--- src/rtl/motion_event_two_pkg.sv ---
// Package with register map, field positions, reset values and timing constants.
package motion_event_two_pkg;

   // Register offsets on the serial register port.
   localparam logic [7:0] CFG_ADDR = 8'h34;
   localparam logic [7:0] SRC_ADDR = 8'h35;
   localparam logic [7:0] THS_ADDR = 8'h36;
   localparam logic [7:0] DUR_ADDR = 8'h37;

   // Reset values.
   localparam logic [7:0] CFG_RESET = 8'h00;
   localparam logic [7:0] SRC_RESET = 8'h00;
   localparam logic [7:0] THS_RESET = 8'h00;
   localparam logic [7:0] DUR_RESET = 8'h00;

   // Configuration register fields; enables sit in bits 5..0.
   localparam int COMBINE_SELECT_BIT = 7;
   localparam int LATCH_REQUEST_BIT  = 6;
   localparam int ENABLE_MSB         = 5;

   // Source register fields; the six per-axis flags share the enable layout.
   localparam int EVENT_ACTIVE_BIT = 6;
   localparam int FLAG_MSB         = 5;

   // Threshold register fields.
   localparam int DECREMENT_MODE_BIT = 7;
   localparam int THRESHOLD_MSB      = 6;

   // Interrupt pad routing codes.
   localparam logic [2:0] PAD_GROUND     = 3'h0;
   localparam logic [2:0] PAD_EVENT_ONE  = 3'h1;
   localparam logic [2:0] PAD_EVENT_TWO  = 3'h2;
   localparam logic [2:0] PAD_EVENT_ANY  = 3'h3;
   localparam logic [2:0] PAD_DATA_READY = 3'h4;

   // Duration step per output data rate, in microseconds, and the clock period.
   localparam int CLK_PERIOD_NS = 10;
   localparam int STEP_FAST_US  = 2500;
   localparam int STEP_SLOW_US  = 10000;
   localparam int STEP_FAST_CYCLES = STEP_FAST_US * 1000 / CLK_PERIOD_NS;
   localparam int STEP_SLOW_CYCLES = STEP_SLOW_US * 1000 / CLK_PERIOD_NS;
   localparam int TICK_CNT_W = 20;

endpackage : motion_event_two_pkg

--- src/rtl/motion_event_detector_two.sv ---
// Second programmable motion event generator with its four registers.
module motion_event_detector_two
   import motion_event_two_pkg::*;
#(
   parameter int TICK_FAST_CYCLES = STEP_FAST_CYCLES,
   parameter int TICK_SLOW_CYCLES = STEP_SLOW_CYCLES
) (
   // Clock and reset.
   input  wire logic       clk,
   input  wire logic       reset_n,
   // Register port.
   input  wire logic       regWrite,
   input  wire logic       regRead,
   input  wire logic [7:0] regAddr,
   input  wire logic [7:0] regWriteData,
   output logic [7:0]      regReadData_q,
   output logic            regReadValid_q,
   // Measurement side.
   input  wire logic       rateFast,
   input  wire logic [7:0] xSample,
   input  wire logic [7:0] ySample,
   input  wire logic [7:0] zSample,
   // Pad routing.
   input  wire logic       motionEventOne,
   input  wire logic       dataReady,
   input  wire logic [2:0] padOneSelect,
   input  wire logic [2:0] padTwoSelect,
   output logic            padOne_q,
   output logic            padTwo_q,
   output logic            motionEventTwo_q
);

   logic [7:0]            cfg_q;
   logic [7:0]            src_q;
   logic [7:0]            ths_q;
   logic [7:0]            dur_q;
   logic [7:0]            cnt_q;
   logic [TICK_CNT_W-1:0] tickCnt_q;
   logic                  tick_q;
   logic [5:0]            raw;
   logic [5:0]            enables;
   logic [5:0]            hits;
   logic                  combined;
   logic                  fire;
   logic                  latched;
   logic                  held;
   logic                  freeze;
   logic                  readSrc;
   logic                  srcLoad;
   logic [TICK_CNT_W-1:0] tickLast;
   logic [5:0]            expHits;

   // Routes one pad from its select code; unused codes drive low.
   function automatic logic padRoute(input logic [2:0] sel, input logic one,
                                     input logic two, input logic ready);
      unique case (sel)
         PAD_GROUND:     padRoute = 1'b0;
         PAD_EVENT_ONE:  padRoute = one;
         PAD_EVENT_TWO:  padRoute = two;
         PAD_EVENT_ANY:  padRoute = one | two;
         PAD_DATA_READY: padRoute = ready;
         default:        padRoute = 1'b0;
      endcase
   endfunction : padRoute

   // Reference axis decisions for the checks, worked in integers so that they share
   // no gate with the comparators that they watch.
   function automatic logic [5:0] refHits(input logic [7:0] c, input logic [6:0] th,
                                           input logic [7:0] x, input logic [7:0] y,
                                           input logic [7:0] z);
      logic [7:0] s [3];
      logic [5:0] h;
      int         m;
      h = 6'h00;
      s = '{x, y, z};
      for (int a = 0; a < 3; a++) begin
         m = int'($signed(s[a]));
         m = (m < 0) ? -m : m;
         m = (m > 127) ? 127 : m;
         h[2*a+1] = m > int'(th);
         h[2*a]   = m < int'(th);
      end
      refHits = h & c[5:0];
   endfunction : refHits

   // Per-axis comparators, ordered z, y, x so that bits match the flags.
   axis_compare u_cmp_z (
      .sample    (zSample),
      .threshold (ths_q[THRESHOLD_MSB:0]),
      .aboveHigh (raw[5]),
      .belowLow  (raw[4])
   );
   axis_compare u_cmp_y (
      .sample    (ySample),
      .threshold (ths_q[THRESHOLD_MSB:0]),
      .aboveHigh (raw[3]),
      .belowLow  (raw[2])
   );
   axis_compare u_cmp_x (
      .sample    (xSample),
      .threshold (ths_q[THRESHOLD_MSB:0]),
      .aboveHigh (raw[1]),
      .belowLow  (raw[0])
   );

   // Event qualification: enables gate raw conditions, then combine.
   assign enables  = cfg_q[ENABLE_MSB:0];
   assign hits     = raw & enables;
   assign combined = cfg_q[COMBINE_SELECT_BIT]
                     ? ((enables != 6'h00) && (hits == enables))
                     : (hits != 6'h00);
   assign fire     = combined && (cnt_q >= dur_q);
   assign latched  = cfg_q[LATCH_REQUEST_BIT];
   assign held     = latched && src_q[EVENT_ACTIVE_BIT];
   assign freeze   = held && combined;
   assign readSrc  = regRead && (regAddr == SRC_ADDR);
   // A latched source reloads only when empty or being read in this cycle.
   assign srcLoad  = tick_q && (latched ? (fire && (!held || readSrc)) : 1'b1);
   assign tickLast = rateFast ? TICK_CNT_W'(TICK_FAST_CYCLES - 1)
                              : TICK_CNT_W'(TICK_SLOW_CYCLES - 1);

   // Output data rate tick; a rate change keeps the count running, and a count already past the new end ticks at once.
   always_ff @(posedge clk) begin
      if (!reset_n) begin
         tickCnt_q <= '0;
         tick_q    <= 1'b0;
      end else if (tickCnt_q >= tickLast) begin
         tickCnt_q <= '0;
         tick_q    <= 1'b1;
      end else begin
         tickCnt_q <= tickCnt_q + TICK_CNT_W'(1);
         tick_q    <= 1'b0;
      end
   end

   // Host writable registers; the source register takes no writes.
   always_ff @(posedge clk) begin
      if (!reset_n) begin
         cfg_q <= CFG_RESET;
         ths_q <= THS_RESET;
         dur_q <= DUR_RESET;
      end else if (regWrite) begin
         if (regAddr == CFG_ADDR) begin
            cfg_q <= regWriteData;
         end
         if (regAddr == THS_ADDR) begin
            ths_q <= regWriteData;
         end
         if (regAddr == DUR_ADDR) begin
            dur_q <= regWriteData;
         end
      end
   end

   // Duration counter, stepped once per data rate tick.
   always_ff @(posedge clk) begin
      if (!reset_n) begin
         cnt_q <= 8'h00;
      end else if (tick_q) begin
         if (freeze) begin
            cnt_q <= cnt_q;
         end else if (combined) begin
            if (cnt_q != 8'hFF) begin
               cnt_q <= cnt_q + 8'h01;
            end
         end else if (ths_q[DECREMENT_MODE_BIT]) begin
            if (cnt_q != 8'h00) begin
               cnt_q <= cnt_q - 8'h01;
            end
         end else begin
            cnt_q <= 8'h00;
         end
      end
   end

   // Source register. A new event in the cycle of a read wins over the clear.
   always_ff @(posedge clk) begin
      if (!reset_n) begin
         src_q <= SRC_RESET;
      end else if (srcLoad) begin
         src_q <= {1'b0, fire, fire ? hits : 6'h00};
      end else if (readSrc) begin
         src_q <= 8'h00;
      end
   end

   // The interrupt follows the active flag, so a read drops it too.
   assign motionEventTwo_q = src_q[EVENT_ACTIVE_BIT];

   // Read answer, one cycle after the strobe; unmapped offsets read zero.
   always_ff @(posedge clk) begin
      if (!reset_n) begin
         regReadData_q  <= 8'h00;
         regReadValid_q <= 1'b0;
      end else begin
         regReadValid_q <= regRead;
         unique case (regAddr)
            CFG_ADDR: regReadData_q <= cfg_q;
            SRC_ADDR: regReadData_q <= src_q;
            THS_ADDR: regReadData_q <= ths_q;
            DUR_ADDR: regReadData_q <= dur_q;
            default:  regReadData_q <= 8'h00;
         endcase
      end
   end

   // Pads are registered, so they trail the event state by one cycle.
   always_ff @(posedge clk) begin
      if (!reset_n) begin
         padOne_q <= 1'b0;
         padTwo_q <= 1'b0;
      end else begin
         padOne_q <= padRoute(padOneSelect, motionEventOne,
                              src_q[EVENT_ACTIVE_BIT], dataReady);
         padTwo_q <= padRoute(padTwoSelect, motionEventOne,
                              src_q[EVENT_ACTIVE_BIT], dataReady);
      end
   end

   // Expected enabled hits straight from the samples, for the checks below only.
   assign expHits = refHits(cfg_q, ths_q[THRESHOLD_MSB:0], xSample, ySample, zSample);
endmodule : motion_event_detector_two

--- src/rtl/axis_compare.sv ---
// One axis: magnitude of a signed sample compared against the threshold.
module axis_compare
   import motion_event_two_pkg::*;
(
   // Sample and threshold.
   input  wire logic [7:0] sample,
   input  wire logic [6:0] threshold,
   // Raw conditions before enables.
   output logic            aboveHigh,
   output logic            belowLow
);

   // Magnitude of a two's complement sample; -128 saturates to 127.
   function automatic logic [6:0] magnitude(input logic [7:0] s);
      logic [7:0] neg;
      neg = 8'h00 - s;
      if (!s[7]) begin
         magnitude = s[6:0];
      end else if (neg[7]) begin
         magnitude = 7'h7F;
      end else begin
         magnitude = neg[6:0];
      end
   endfunction : magnitude

   // Strict comparisons: a sample equal to the threshold raises neither.
   assign aboveHigh = magnitude(sample) > threshold;
   assign belowLow  = magnitude(sample) < threshold;

endmodule : axis_compare

--- config.mk ---
export PLATFORM = sky130hd
export DESIGN_NAME = motion_event_detector_two
export DESIGN_NICKNAME = d
export VERILOG_FILES = /design/src/rtl/motion_event_two_pkg.sv /design/src/rtl/motion_event_detector_two.sv /design/src/rtl/axis_compare.sv
export SDC_FILE = /design/constraint.sdc
export NUM_CORES = 1
export LEC_CHECK = 0
export BUFFER_PORTS_ARGS = -buffer_cell sky130_fd_sc_hd__clkbuf_2
export CAP_MARGIN = 20
export CORE_ASPECT_RATIO = 1.2
export CORE_MARGIN = 5
export CORE_UTILIZATION = 62
export CTS_CLUSTER_SIZE = 20
export DETAILED_ROUTE_END_ITERATION = 10
export GPL_ROUTABILITY_DRIVEN = 0
export GPL_TIMING_DRIVEN = 1
export PLACE_DENSITY = 0.85
export SLEW_MARGIN = 10
export SYNTH_ARGS = -nofsm -noshare
export SYNTH_HDL_FRONTEND = slang
export SYNTH_SLANG_ARGS = --single-unit
--- constraint.sdc ---
create_clock -name clk -period 9.7 [get_ports clk]
set_input_delay 0.97 -clock clk [delete_from_list [all_inputs] [get_ports clk]]
set_output_delay 0.97 -clock clk [all_outputs]
set_load 0.005 [all_outputs]
==> impl_metrics.json <==
{
  "status": "complete, no violations",
  "cts.reportedPaths.clkPinSlew_ps": 70,
  "cts_hold_buf": 0,
  "netlist_area_um2": 4640,
  "start_util_pct": 63.7,
  "reg2reg_slack_ps": 6090,
  "layout-drive-gt1-share_pct": 16.4,
  "post_synth_fa_ha_maj_area_fraction_pct": 11.9,
  "synth_compound_area_share_pct": 16.4,
  "cts-root-buf": "clkbuf_8",
  "grt_pass1_wl_um": 18100,
  "yosysTopAreaCellShare_pct": 30.7,
  "slowest_delay_ps": 810,
  "track_usage_pct": 24.2,
  "cts_setup_buffers": 0,
  "h-tree-depth": 3,
  "synth_mux_area_share_pct": 9.88,
  "cts_buffers": 9,
  "async_flop_share_pct": 0,
  "hold_depth": 1,
  "ios": 65,
  "hold_slack_ps": 467,
  "via_count": 4193,
  "max-vdd-ir-drop_v": 0.0000895,
  "synth_warnings": 0,
  "dp_hpwl_um": 8520,
  "clock_skew_ps": 10.9,
  "die_area_um2": 9320,
  "yosys_register_bits": 71,
  "power_density_nw_per_um2": 121,
  "core-area_um2": 7270,
  "crit_chain": "clkbuf_2 > nor3_1 > and3_1 > nand3_1 > o21ai_0 > ha_1 > a21oi_1 > o21ai_0 > nor2_1 > o21ai_0 > and4b_1 > mux2i_2 > buf_4 > mux2i_1 > o2111ai_1 > a32o_1",
  "critPathSlowestCell": "mux2i_1",
  "relSlewSlack_pct": 28.2,
  "drt_iter0_drc": 212,
  "synth-edff-count": 0,
  "rsz0062_at_grt": "false",
  "multi_input_area_um2": 3000,
  "synth_top_family_by_area": "simple AND/OR/NAND/NOR gates",
  "min_path_type": "reg2reg",
  "path_max_fanout": 24,
  "n_fill_cell": 563,
  "synthFlopType": "dfxtp_1",
  "finalNetCount": 701,
  "fin_util_pct": 71.8,
  "worstMarginPinSlew_ps": 1070,
  "crit_cells": 16,
  "synth-simple-area-share_pct": 21.4,
  "syn_to_final_growth_pct": 12.6,
  "slew_viol_final": 0,
  "num_rows": 34,
  "syn_nets": 646,
  "crit_start": "xSample[3]",
  "yosysUniqueCellTypes": 59,
  "yosys-top-cells-count": "71 x dfxtp_1, 71 x nor2_1, 44 x ha_1",
  "final-setup-viol-count": 0,
  "fin_ws_ps": 5110,
  "vias_per_cell": 6.00,
  "endpoint_kind": "flop",
  "crit_family": "simple AND/OR/NAND/NOR gates",
  "ys_top_cells_by_area": "dfxtp_1 31%, ha_1 12%, mux2i_1 6.5%, nor2_1 5.7%, xor2_1 3.6%",
  "synth_xor_area_share_pct": 5.10,
  "regToRegStartpoint": "ths_q[2]$_SDFFE_PN0P_",
  "finalSetupTns_ps": 0,
  "p_leak_nw": 2.30,
  "ys_seq_area_share_pct": 30.7,
  "ctsResizeCount": 0,
  "grt_pass1_vias": 4097,
  "min_period_ps": 4590,
  "overflow": 0,
  "cts_num_sinks": 71,
  "io_buffers": 64,
  "drc_errors": 0,
  "postLayoutCellArea_um2": 5220,
  "wl_um": 10800,
  "cts_tree": "done",
  "num_antenna_cells": 0,
  "grt_max_degree": 25,
  "regArea_um2": 1420,
  "required_ps": 9940,
  "crit_top_cell": "o21ai_0",
  "power.total_mw": 0.630,
  "layout.cells.non_filler": 699,
  "max_cap_viol_count": 0,
  "worst_setup_path_start_kind": "input pin",
  "finalHoldViolCount": 0,
  "hold_start": "tickCnt_q[0]$_SDFF_PP0_",
  "die_w_um": 88.9,
  "cts_buffer_depth": 2,
  "crit_buf_inv": 2,
  "drt-wirelength-per-cell_um": 15.5,
  "antenna_found_initial": 0,
  "max_freq_ghz": 0.218,
  "avgSynthCellArea_um2": 8.45,
  "syn_inst": 549,
  "r2r-end": "cnt_q[3]$_SDFFE_PN0P_",
  "insertion_delay_ps": 350,
  "finalCritPeriodShare_pct": 47.3,
  "cp-endpoint": "cnt_q[3]$_SDFFE_PN0P_",
  "yosys.area.top_type": "dfxtp_1",
  "r2r_cells": 12,
  "chipHeight_um": 105,
  "drtAntennaViolNets": 0,
  "placed_area_um2": 4990,
  "crit_type": "in2reg",
  "drt_first_pass_iters": 5,
  "dp_slack_ps": 4830,
  "dp.cells": 683,
  "cp_data_arrival_time_ps": 4840
}
==> registers in the layout (all words and copies together) (netlist names), 7 cells and up <==
signal,flops
src_q,7
dur_q,8
cfg_q,8
tickCnt_q,20
ths_q,8
regReadData_q,8
cnt_q,8
==> cells by family after synthesis <==
logic type	Yosys count
compound gates	112
xor+xnor	27
fa+ha+maj	44
buf+inv	54
flops	71
mux	37
simple gates	204
==> layer usage <==
layer | global-route usage, % | part of all wire [%] | vias up
met5 | 0 | 0 | -
met4 | 10.3 | 2.8 | 0
met3 | 4.96 | 4.8 | 25
met2 | 42.8 | 52 | 108
met1 | 27.5 | 40 | 1952
li1 | - | - | 2108
==> worst min path at each step <==
stage	end	slack, ps
floorplan	src_q[1]$_SDFFE_PN0P_	430
global placement	tickCnt_q[0]$_SDFF_PP0_	440
detailed placement	tickCnt_q[0]$_SDFF_PP0_	450
CTS	src_q[3]$_SDFFE_PN0P_	470
global route	src_q[1]$_SDFFE_PN0P_	500
finish	tickCnt_q[0]$_SDFF_PP0_	470
==> cells in the final DEF, fill, tap and decap left out, drive strengths merged, types with 5 or more instances in the layout <==
master,synthesis,final
clkbuf,19,75
ha,44,44
o21ai,22,22
nand4,12,12
nor3,9,9
nand3,18,18
a21o,5,5
dfxtp,71,71
nor2,73,73
mux4,7,7
mux2i,30,30
a31oi,12,12
and3,20,20
a21oi,25,25
xor2,19,19
nand2,43,43
nand3b,7,7
xnor2,8,8
inv,31,31
==> where the power goes <==
group | switching, mW | internal, mW
logic | 0.0394 | 0.0296
registers | 0.00119 | 0.293
clock network | 0.109 | 0.158
total | 0.149 | 0.481
==> cell type report <==
type / count / area share [%]
Inverter: 32 / 2.30
Sequential cell: 71 / 27.2
Clock buffer: 11 / 2.90
Timing Repair Buffer: 66 / 6.42
Tap cell: 90 / 2.16
Clock inverter: 5 / 1.53
Multi-Input combinational cell: 424 / 57.5
Note: power is estimated with default switching activity, not from simulation.
